### config.mk
export PLATFORM = sky130hd
export DESIGN_NAME = twp_pot_slave
export DESIGN_NICKNAME = d
export VERILOG_FILES = /design/src/twp_pkg.sv /design/src/twp_tap_if.sv /design/src/twp_pot_slave.sv /design/src/twp_tap_decoder.sv
export VERILOG_INCLUDE_DIRS = /design/src /design/src/src
export SDC_FILE = /design/constraint.sdc
export NUM_CORES = 2
export LEC_CHECK = 0
export CAP_MARGIN = 5
export CELL_PAD_IN_SITES_DETAIL_PLACEMENT = 0
export CELL_PAD_IN_SITES_GLOBAL_PLACEMENT = 1
export CORE_AREA = 2 2 406 408
export DETAILED_ROUTE_END_ITERATION = 6
export DIE_AREA = 0 0 408 410
export DONT_BUFFER_PORTS = 1
export PLACE_DENSITY_LB_ADDON = 0.1
export SETUP_SLACK_MARGIN = 0.4
export SLEW_MARGIN = 20
export SYNTH_ARGS = -nofsm -noshare
export SYNTH_HDL_FRONTEND = slang
export SYNTH_SLANG_ARGS = --single-unit
### constraint.sdc
create_clock -name clock -period 2.9 [get_ports clock]
set_input_delay 0.145 -clock clock [delete_from_list [all_inputs] [get_ports clock]]
set_output_delay 0.145 -clock clock [all_outputs]
set_load 0.005 [all_outputs]
### src/twp_consts.svh
`ifndef TWP_CONSTS_SVH
`define TWP_CONSTS_SVH
`define TWP_TYPE_ID        4'h9   // Arbitrary type identifier value
`define TWP_OP_RD_WIPER    3'h4
`define TWP_OP_WR_WIPER    3'h5
`define TWP_OP_RD_STORED   3'h5
`define TWP_OP_WR_STORED   3'h6
`define TWP_OP_COPY_TO_WP  3'h6
`define TWP_OP_COPY_TO_ST  3'h7
`define TWP_CLK_MHZ        25
`define TWP_NV_WRITE_US    5000
`define TWP_NV_MAX_US      10000
`define TWP_STORED_RESET   10'h000
`endif

### src/twp_pkg.sv
package twp_pkg;
    typedef enum logic [2:0] {
        TWP_IDLE  = 3'b000,
        TWP_ADDR  = 3'b001,
        TWP_INSTR = 3'b010,
        TWP_DATA  = 3'b011,
        TWP_SEND  = 3'b100,
        TWP_WAIT  = 3'b101
    } twp_state_t;
endpackage : twp_pkg

### src/twp_tap_if.sv
`timescale 1ns/1ps
`default_nettype none
interface twp_tap_if;
    logic [9:0] position;
    logic       load;
    modport src (output position, output load);
    modport dst (input position, input load);
endinterface : twp_tap_if
`default_nettype wire

### src/twp_pot_slave.sv
`include "twp_consts.svh"
`timescale 1ns/1ps
`default_nettype none
module twp_pot_slave
    import twp_pkg::*;
#(
    parameter int NV_WRITE_CYCLES = `TWP_NV_WRITE_US * `TWP_CLK_MHZ,
    parameter int TAPS            = 1024
) (
    input  wire logic            clock,         // 25 MHz system clock
    input  wire logic            rst,           // Sync reset, active high
    input  wire logic            scl_in,        // Serial clock pin
    input  wire logic            sda_in,        // Serial data pin level
    output logic                 sda_out,       // Always low when driven
    output logic                 sda_oe,        // High pulls data line low
    input  wire logic            address_pin_high, // Address pin 1
    input  wire logic            address_pin_low,  // Address pin 0
    input  wire logic            write_protect_n,  // Low blocks nonvolatile writes
    output logic                 nv_busy,       // Internal write in progress
    output logic [9:0]           wiper_position,// Current wiper register
    output logic [TAPS-1:0]      tap_on         // One-hot tap switches
);
    if (NV_WRITE_CYCLES < 1 || NV_WRITE_CYCLES > `TWP_NV_MAX_US * `TWP_CLK_MHZ) begin : g_bad_nv
        $error("nonvolatile write time out of range");
    end

    function automatic logic agree(input logic [2:0] s);
        agree = (s[1] == s[2]);
    endfunction : agree

    // Instruction set pairs; wiper ops need a zero pointer
    function automatic logic instr_known(input logic rd, input logic [7:0] ins);
        case ({rd, ins[7:5]})
            {1'b1, `TWP_OP_RD_WIPER},
            {1'b0, `TWP_OP_WR_WIPER}:   instr_known = (ins[3:2] == 2'h0);
            {1'b1, `TWP_OP_RD_STORED},
            {1'b0, `TWP_OP_WR_STORED},
            {1'b1, `TWP_OP_COPY_TO_WP},
            {1'b0, `TWP_OP_COPY_TO_ST}: instr_known = 1'b1;
            default:                    instr_known = 1'b0;
        endcase
    endfunction : instr_known

    // First read byte carries bits 9:8 at its bottom, the rest released
    function automatic logic tx_bit(input logic [9:0] w, input logic hi, input logic [2:0] idx);
        if (hi) tx_bit = (idx == 3'h1) ? w[9] : ((idx == 3'h0) ? w[8] : 1'b1);
        else    tx_bit = w[idx];
    endfunction : tx_bit

    logic [2:0]  scl_s;
    logic [2:0]  sda_s;
    logic        scl_q;
    logic        sda_q;
    logic        scl_rise;
    logic        scl_fall;
    logic        start_det;
    logic        stop_det;

    // Three-stage sync; a level counts once stages two and three agree
    always_ff @(posedge clock) begin
        if (rst) begin
            scl_s <= 3'h7;
            sda_s <= 3'h7;
            scl_q <= 1'b1;
            sda_q <= 1'b1;
        end else begin
            scl_s <= {scl_s[1:0], scl_in};
            sda_s <= {sda_s[1:0], sda_in};
            if (agree(scl_s)) scl_q <= scl_s[2];
            if (agree(sda_s)) sda_q <= sda_s[2];
        end
    end

    logic scl_new;
    logic sda_new;
    assign scl_new   = agree(scl_s) ? scl_s[2] : scl_q;
    assign sda_new   = agree(sda_s) ? sda_s[2] : sda_q;
    assign scl_rise  = !scl_q && scl_new;
    assign scl_fall  = scl_q && !scl_new;
    assign start_det = scl_q && scl_new && sda_q && !sda_new;
    assign stop_det  = scl_q && scl_new && !sda_q && sda_new;

    twp_state_t  state;
    logic [3:0]  bit_cnt;
    logic [7:0]  shreg;
    logic        ack_phase;
    logic        dir_read;
    logic [2:0]  opcode;
    logic [1:0]  pointer;
    logic        data_hi;
    logic [9:0]  stored [4];
    logic [9:0]  out_word;
    logic        nv_pending;
    logic [1:0]  nv_ptr;
    logic [9:0]  nv_value;
    logic [31:0] nv_cnt;
    logic        wiper_load;
    logic        powerup;

    twp_tap_if tap_bus();
    assign tap_bus.position = wiper_position;
    assign tap_bus.load     = wiper_load;

    twp_tap_decoder #(.TAPS(TAPS)) u_taps (
        .clock  (clock),
        .rst    (rst),
        .tap    (tap_bus),
        .tap_on (tap_on)
    );

    logic addr_ok;
    assign addr_ok = (shreg[7:4] == `TWP_TYPE_ID)
                  && (shreg[2] == address_pin_high)
                  && (shreg[1] == address_pin_low);

    logic [7:0] byte_in;
    assign byte_in = {shreg[6:0], sda_new};

    // Serial protocol engine
    always_ff @(posedge clock) begin
        if (rst) begin
            state      <= TWP_IDLE;
            bit_cnt    <= 4'h0;
            shreg      <= 8'h00;
            ack_phase  <= 1'b0;
            dir_read   <= 1'b0;
            opcode     <= 3'h0;
            pointer    <= 2'h0;
            data_hi    <= 1'b0;
            out_word   <= 10'h000;
            sda_out    <= 1'b0;
            sda_oe     <= 1'b0;
        end else if (start_det && !nv_busy) begin
            state     <= TWP_ADDR;
            bit_cnt   <= 4'h0;
            ack_phase <= 1'b0;
            sda_oe    <= 1'b0;
        end else if (start_det) begin
            state     <= TWP_ADDR;
            bit_cnt   <= 4'h0;
            ack_phase <= 1'b0;
            sda_oe    <= 1'b0;
        end else if (stop_det) begin
            state  <= TWP_IDLE;
            sda_oe <= 1'b0;
        end else if (state == TWP_WAIT) begin
            // An ack given on entry must still be let go, or stop is masked
            if (scl_fall) sda_oe <= 1'b0;
        end else if (state != TWP_IDLE) begin
            if (scl_rise && !ack_phase && state != TWP_SEND) begin
                shreg   <= byte_in;
                bit_cnt <= bit_cnt + 4'h1;
            end else if (scl_rise && state == TWP_SEND && ack_phase) begin
                // Master nack ends read data
                if (sda_new) state <= TWP_WAIT;
            end else if (scl_fall && ack_phase) begin
                ack_phase <= 1'b0;
                bit_cnt   <= 4'h0;
                sda_oe    <= 1'b0;
                if (state == TWP_SEND) begin
                    sda_oe  <= !tx_bit(out_word, data_hi, 3'h7);
                    bit_cnt <= 4'h1;
                end
            end else if (scl_fall && state == TWP_SEND) begin
                if (bit_cnt == 4'h8) begin
                    sda_oe    <= 1'b0;
                    ack_phase <= 1'b1;
                    data_hi   <= 1'b0;
                end else begin
                    sda_oe  <= !tx_bit(out_word, data_hi, 3'h7 - bit_cnt[2:0]);
                    bit_cnt <= bit_cnt + 4'h1;
                end
            end else if (scl_fall && bit_cnt == 4'h8) begin
                ack_phase <= 1'b1;
                case (state)
                    TWP_ADDR: begin
                        dir_read <= shreg[0];
                        if (addr_ok && !nv_busy) begin
                            sda_oe <= 1'b1;
                            state  <= TWP_INSTR;
                        end else begin
                            state  <= TWP_WAIT;
                        end
                    end
                    TWP_INSTR: begin
                        opcode  <= shreg[7:5];
                        pointer <= shreg[3:2];
                        sda_oe  <= instr_known(dir_read, shreg);
                        data_hi <= 1'b1;
                        if (!instr_known(dir_read, shreg)) begin
                            state <= TWP_WAIT;
                        end else if (dir_read && shreg[7:5] == `TWP_OP_RD_WIPER) begin
                            state    <= TWP_SEND;
                            out_word <= wiper_position;
                        end else if (dir_read && shreg[7:5] == `TWP_OP_RD_STORED) begin
                            state    <= TWP_SEND;
                            out_word <= stored[shreg[3:2]];
                        end else if (!dir_read && shreg[7:5] != `TWP_OP_COPY_TO_ST) begin
                            state <= TWP_DATA;
                        end else begin
                            // Copies act at this ack and take no data byte
                            state <= TWP_WAIT;
                        end
                    end
                    TWP_DATA: begin
                        sda_oe  <= 1'b1;
                        data_hi <= !data_hi;
                    end
                    default: state <= TWP_WAIT;
                endcase
            end
        end
    end

    // Data byte capture and register effects
    logic [9:0] rx_word;
    always_ff @(posedge clock) begin
        if (rst) begin
            rx_word        <= 10'h000;
            wiper_position <= 10'h000;
            wiper_load     <= 1'b0;
            powerup        <= 1'b1;
            nv_pending     <= 1'b0;
            nv_ptr         <= 2'h0;
            nv_value       <= 10'h000;
        end else begin
            wiper_load <= 1'b0;
            powerup    <= 1'b0;
            if (powerup) begin
                wiper_position <= stored[0];
                wiper_load     <= 1'b1;
            end
            if (scl_fall && bit_cnt == 4'h8 && !ack_phase && state == TWP_DATA) begin
                if (data_hi) begin
                    rx_word[9:8] <= shreg[1:0];
                end else begin
                    rx_word[7:0] <= shreg;
                    if (opcode == `TWP_OP_WR_WIPER) begin
                        wiper_position <= {rx_word[9:8], shreg};
                        wiper_load     <= 1'b1;
                    end else begin
                        nv_pending <= write_protect_n;
                        nv_ptr     <= pointer;
                        nv_value   <= {rx_word[9:8], shreg};
                    end
                end
            end
            if (scl_fall && bit_cnt == 4'h8 && !ack_phase && state == TWP_INSTR) begin
                if (dir_read && shreg[7:5] == `TWP_OP_COPY_TO_WP) begin
                    wiper_position <= stored[shreg[3:2]];
                    wiper_load     <= 1'b1;
                end else if (!dir_read && shreg[7:5] == `TWP_OP_COPY_TO_ST) begin
                    nv_pending <= write_protect_n;
                    nv_ptr     <= shreg[3:2];
                    nv_value   <= wiper_position;
                end
            end
            if (start_det || (stop_det && nv_pending)) nv_pending <= 1'b0;
        end
    end

    // Internal nonvolatile write timer
    always_ff @(posedge clock) begin
        if (rst) begin
            nv_busy <= 1'b0;
            nv_cnt  <= 32'h0;
            for (int i = 0; i < 4; i++) stored[i] <= `TWP_STORED_RESET;
        end else if (nv_busy) begin
            if (nv_cnt == 32'(NV_WRITE_CYCLES - 1)) begin
                nv_busy        <= 1'b0;
                stored[nv_ptr] <= nv_value;
            end else begin
                nv_cnt <= nv_cnt + 32'h1;
            end
        end else if (stop_det && nv_pending) begin
            nv_busy <= 1'b1;
            nv_cnt  <= 32'h0;
        end
    end
endmodule : twp_pot_slave
`default_nettype wire

### src/twp_tap_decoder.sv
`timescale 1ns/1ps
`default_nettype none
module twp_tap_decoder #(
    parameter int TAPS = 1024
) (
    input  wire logic      clock,   // System clock
    input  wire logic      rst,     // Sync reset
    twp_tap_if.dst         tap,     // Position from command logic
    output logic [TAPS-1:0] tap_on  // One-hot switch enables
);
    if (TAPS != 1024) begin : g_bad_taps
        $error("tap count must be 1024");
    end

    logic break_cycle;

    // Break before make: one cycle all off between positions
    always_ff @(posedge clock) begin
        if (rst) begin
            tap_on      <= '0;
            break_cycle <= 1'b1;
        end else if (tap.load && !tap_on[tap.position]) begin
            // Reload of the lit position keeps its tap on
            tap_on      <= '0;
            break_cycle <= 1'b1;
        end else if (break_cycle) begin
            tap_on      <= TAPS'(1) << tap.position;
            break_cycle <= 1'b0;
        end
    end
endmodule : twp_tap_decoder
`default_nettype wire

# == Word-level counts from Yosys, hierarchy flattened ==
# Memories as Yosys holds them, arrays and structs flattened. A register that Yosys moved wholly into a read port is not among the register bits.
# Index checks and enable logic that the tools add are counted.
# Widths: inputs -> output; s select.
# word_totals
ramBits,40
n_memories,1
register_bits,1127
input_bits,7
word_cells,297
romBits,0
latch_bits,0
# op_classes
bitwise_logic,8
div,0
mul,0
order_cmp,2
eq_ne,45
shifts,1
reduce_logical,74
addsub,3
n_mux,137
# mem_list
memory,depth,width,read_ports,rd_clocked_by_memory_dff,write_ports,line,rtl
stored,4,10,2,1,4,twp_pot_slave.sv:91,logic [9:0] stored [4];
# ops
cell,count
$shl 1x10->1024 const A,1
$mux 10,15
$mux 32,3
$mux 1,89
$reduce_and 11->1,3
$add 32x1->32 const B,1
$eq 32x17->1 const B,1
$mux 3,10
$logic_and 1x1->1,28
$ne 5x5->1 const B,5
$eq 3x3->1 const B,7
$eq 4x4->1 const B,5
$mux 4,5
$mux 2,9
$ne 2x2->1 const B,9
$reduce_and 8->1,2
$reduce_and 7->1,2
$reduce_and 13->1,1
$eq 4x3->1 const B,3
$reduce_and 6->1,2
$reduce_bool 3->1,4
$logic_not 1->1,11
$lt 10x11->1 const B,1
$bmux 1 s10,1
27 further kinds,52

# == Depth between registers and ports, before layout ==
# logic_depth
depth_word,28
ltp_mapped,18
ltp_nobuf,10

# == By module ==
# A second synthesis with hierarchy kept.
# hier_totals
cells_unflattened,6330
area_unflattened_um2,59658.5
# modules_own_cells
mod,cells_per_inst,area_each_um2,instances
twp_tap_decoder,5589,52451.6,1
twp_pot_slave,741,7206.9,1

# == Least setup slack after synthesis ==
# Ideal clock, no wire load.
# synth_timing
path_kind,flip-flop to flip-flop
from,register wiper_position[0]
to,register u_taps.tap_on[532]
n_path_buf,6
setup_time_ns,0.123
path_stages_with_launch,13
synth_period_minus_slack_ns,3.172
slack_ns,-0.272
arrival_ns,3.049
cell_sequence,dfxtp_1 -> buf_6 -> buf_6 -> mux4_2 -> mux4_2 -> a2111oi_0 -> o32ai_1 -> a22oi_1 -> buf_2 -> buf_8 -> buf_12 -> buf_8 -> nor4_2
# synth_between
elab_chain_cells,5
word_cells_on_any_way,6
cone_classes,shift: 1; mux: 2; reduce/logical: 3
# synth_lines
element,line,rtl
start: declaration,twp_pot_slave.sv:20,"output logic [9:0] wiper_position,"
start signal: assignment,twp_pot_slave.sv:230,wiper_position <= stored[0];
start signal: assignment,twp_pot_slave.sv:239,"wiper_position <= {rx_word[9:8], shreg};"
start signal: assignment,twp_pot_slave.sv:250,wiper_position <= stored[shreg[3:2]];
$bmux 1 s10,twp_tap_decoder.sv:22,end else if (tap.load && !tap_on[tap.position]) begin
$mux 1 (implied by the code),twp_tap_decoder.sv:22,
$logic_not 1->1,twp_tap_decoder.sv:22,
$logic_and 1x1->1,twp_tap_decoder.sv:22,
$reduce_or 2->1 (no source line),-,
end signal: assignment,twp_tap_decoder.sv:27,tap_on <= TAPS'(1) << tap.position;
end: declaration,twp_tap_decoder.sv:9,output logic [TAPS-1:0] tap_on
# Parallel ways exist; a longest one is shown, timed or not. The select of a mux whose other input is x is not followed.
# A chain may end at the register's enable or synchronous reset.

# == Worst setup path in the final report ==
# layout_timing
from,register wiper_position[0]
to,register u_taps.tap_on[636]
# The elaborated chain is that of the path after synthesis.

==> results.cfg <==
[pwr]
irDropWorstVdd_v = 0.000597
power_density_nw_per_um2 = 472
finalPower_uw = 38100
p_leak_uw = 0.0285

[synthesis]
syn_inst = 6307
ys_seq_area_frac = 0.399
ys_ff_latch = 1169
synth_area_um2 = 59600
syn_nets = 6319
synthFlopType = dfxtp_1
synth_cell_types = 72
yosysWarnings = 0
synthArstFlopShare = 0
syn_avg_cell_area_um2 = 9.46
synth_edf_count = 40

[worst_setup_path]
worst-path-max-fanout = 8
regToRegSetupSlack_ns = -0.89
worst-path-buf-inv = 6
rr_worst_depth = 14
cp_cell_sequence = buf_12 > clkbuf_16 > mux4_2 > mux4_2 > nand2b_1 > o2111ai_2 > o2111ai_2 > nand2_2 > o311ai_4 > buf_12 > buf_16 > buf_16 > clkbuf_16 > nor4_2
path_depth = 14
cp-end-kind = flop
crit_type = flop to flop
reg2reg_to = u_taps.tap_on[636]
slowest_delay_ns = 0.54
path_delay_family = buffers and inverters
crit_required_ns = 3.55
rr_startpoint = wiper_position[0]
slowest_stage = mux4_2
crit_arrival_ns = 4.45
startpoint_type = flop

[layout]
syn_to_final_growth_pct = 35.4
fin_nets = 7290
drive_above_1_share = 0.351
fill_cells = 15337
fin_util = 0.494
fin_cells = 9568

[sta]
slew_viol_final = 0
fin_crit_sh = 1.31
setup_viol = 1025
slew_headroom = 0.243
tns_ns = -841.84
worst_pin_slew_ns = 1.13
hold_viol = 0
fmax_mhz = 264
skew_ns = 0.0445
fin_crit_ns = 3.79
rsz0062_at_grt = yes
worst_slack_ns = -0.892
whs_ns = 0.0854

[drt]
antenna_left = 0
vias_per_cell = 6.10
via_count = 58402
drt-total-wl_um = 327000
drtIter0Drc = 5847
drt_first_pass_iters = 5
wire_per_inst_um = 34.2
drc = 0

[clocking]
cts_buffers = 143
ctsHtreeMaxLevel = 4
cts_buffer_depth = 3
cts.sinks = 1169
clkTransAtPathRegs_ns = 0.06
worstSkewPairLatency_ns = 0.79
root_buffer = clkbuf_16
cts_tree = yes

[min_path]
hold_path_end = sda_oe
hold_start = address_pin_low
min_path_cells = 5
hp-class = primary input to flop

[die]
die_w_um = 408
die_h_um = 410
io-pin-count = 1044
num_rows = 149
coreArea_um2 = 163000
design.die.area_um2 = 167000
initial_utilization = 0.365

[status]
violations = negative setup slack
status = finished with violations

[placement]
post-dp-hpwl_um = 227000
port-buffer-count = 0
gp_congestion = 0.915
dp_cells = 9189

[global_routing]
grt_pass1_vias = 55229
track_usage = 0.365
grt_pass1_wl_um = 444000
grt_start_max_net_pins = 191
gr-total-overflow = 0
antenna_found_initial = 6

[job]
maxCapViolations = 0
## state kept, by name, summed over array words and instances (netlist names), 2 cells and up, named ones only
register and flops:
shreg 8, u_taps.tap_on 1024, out_word 10, pointer 2, bit_cnt 4, nv_ptr 2
state 3, wiper_position 10, sda_s 3, scl_s 3, rx_word 2, stored 40
nv_cnt 32, opcode 3, nv_value 10
## cells by family after synthesis
| family | count (synthesis) | share of synthesized area |
|---|---|---|
| compound gates | 1294 | 0.116 |
| xor+xnor | 23 | 0.00338 |
| other cells | 1 | 0.0000629 |
| buf+inv | 783 | 0.0686 |
| mux | 412 | 0.119 |
| flops | 1169 | 0.399 |
| simple gates | 2620 | 0.293 |
| fa+ha+maj | 5 | 0.00105 |
## worst max-delay path by stage
stage	slack (ns)	start	to
finish	-0.89	wiper_position[0]	u_taps.tap_on[636]
global route	-0.90	wiper_position[0]	u_taps.tap_on[455]
CTS	-0.85	wiper_position[0]	u_taps.tap_on[788]
detailed placement	-1.41	wiper_position[0]	u_taps.tap_on[84]
global placement	-1.35	wiper_position[0]	u_taps.tap_on[80]
floorplan	-0.08	wiper_position[0]	u_taps.tap_on[512]
## metal layers
layer / vias up / track usage / wire length, µm
li1: 25283 / - / -
met4: 0 / 0.166 / 17100
met3: 643 / 0.124 / 34200
met1: 29429 / 0.444 / 126000
met2: 3047 / 0.582 / 149000
met5: - / 0 / 0
## metrics by stage
| stage | instance area (µm²) | worst slack, ns |
|---|---|---|
| 3_3_place_gp | 72200 | -1.35 |
| 3_5_place_dp | 72200 | -1.41 |
| 4_1_cts | 77700 | -0.854 |
| 2_1_floorplan | 60200 | -0.0819 |
| 5_1_grt | 80800 | -0.896 |
| 6_report | 80800 | -0.892 |
## synth_stat cells, types with 10 or more instances
cell type  count  area share
nand4_1       11      0.0012
a21oi_1     1083       0.091
xnor2_1       13      0.0019
dfxtp_1     1129        0.38
a22oi_1       42      0.0053
a211oi_1      31      0.0039
buf_1         16      0.0010
mux4_2       236       0.089
mux2i_1      168       0.028
o211ai_1      17      0.0021
nor2_1       222       0.014
buf_4         59      0.0074
o22ai_1       14      0.0015
buf_6         20      0.0038
nor2b_1     1041        0.11
and2_1        39      0.0041
a31oi_1       10      0.0010
o21ai_0       40      0.0034
nor4_2       300       0.063
buf_2        198       0.017
nand2_1       85      0.0053
nor4_1       733       0.077
clkbuf_1     443       0.028
and3_1        12      0.0013
buf_12        30       0.010
nand2b_1      25      0.0026
nor3_1        50      0.0042
edfxtp_1      40       0.020
xor2_1        10      0.0015
nand3_1       34      0.0029
inv_1         10     0.00063
or3_1         15      0.0016
or2_2         25      0.0026
## tightest hold or removal path, delay by kind of cell
family | cells | cell delay (ns)
xor+xnor | 1 | 0.06
simple gates | 1 | 0.07
compound gates | 3 | 0.52
## cells in the final DEF, fill, tap and decap left out, drive strengths merged, types with 13 or more instances in the layout
cell and count:
o22ai 14, mux4 236, dfxtp 1129, mux2i 168
nand2b 25, and2 39, nand2 85, clkinv 24
buf 1537, a21oi 1083, o211ai 17, clkbuf 262
nand3 34, or3 15, nor2 222, xnor2 13
o21ai 40, a22oi 42, a211oi 31, nor2b 1041
inv 13, nor3 50, edfxtp 40, nor4 1033
or2 25
## layout make-up
type / count / area (µm²) / area share
multi-input combinational: 4355 / 33200 / 0.411
sequential: 1169 / 23800 / 0.295
timing repair buffer: 1597 / 16300 / 0.202
clock buffer: 211 / 4290 / 0.0531
tap: 2189 / 2740 / 0.0339
clock inverter: 34 / 382 / 0.00473
inverter: 12 / 45.0 / 0.000558
antenna: 1 / 2.50 / 0.0000310
## power by group
group,switching [µW],internal [µW],leakage [µW]
sequential,55.4,16200,0.00951
clock,7590,10700,0.00230
combinational,2350,1240,0.0166
total,9990,28200,0.0285
## what timing repair did
action / 4_1_cts / 5_1_grt
hold buffers: 7 / 0
cloned: 10 / 56
endpoints found under the setup margin: 1094 / 1139
endpoints found under the hold margin: 118 / 0
pin swaps: 3 / 73
resized for setup: 56 / 211
buffers inserted: 14 / 46
No activity file was read; power rests on OpenSTA's default activity.
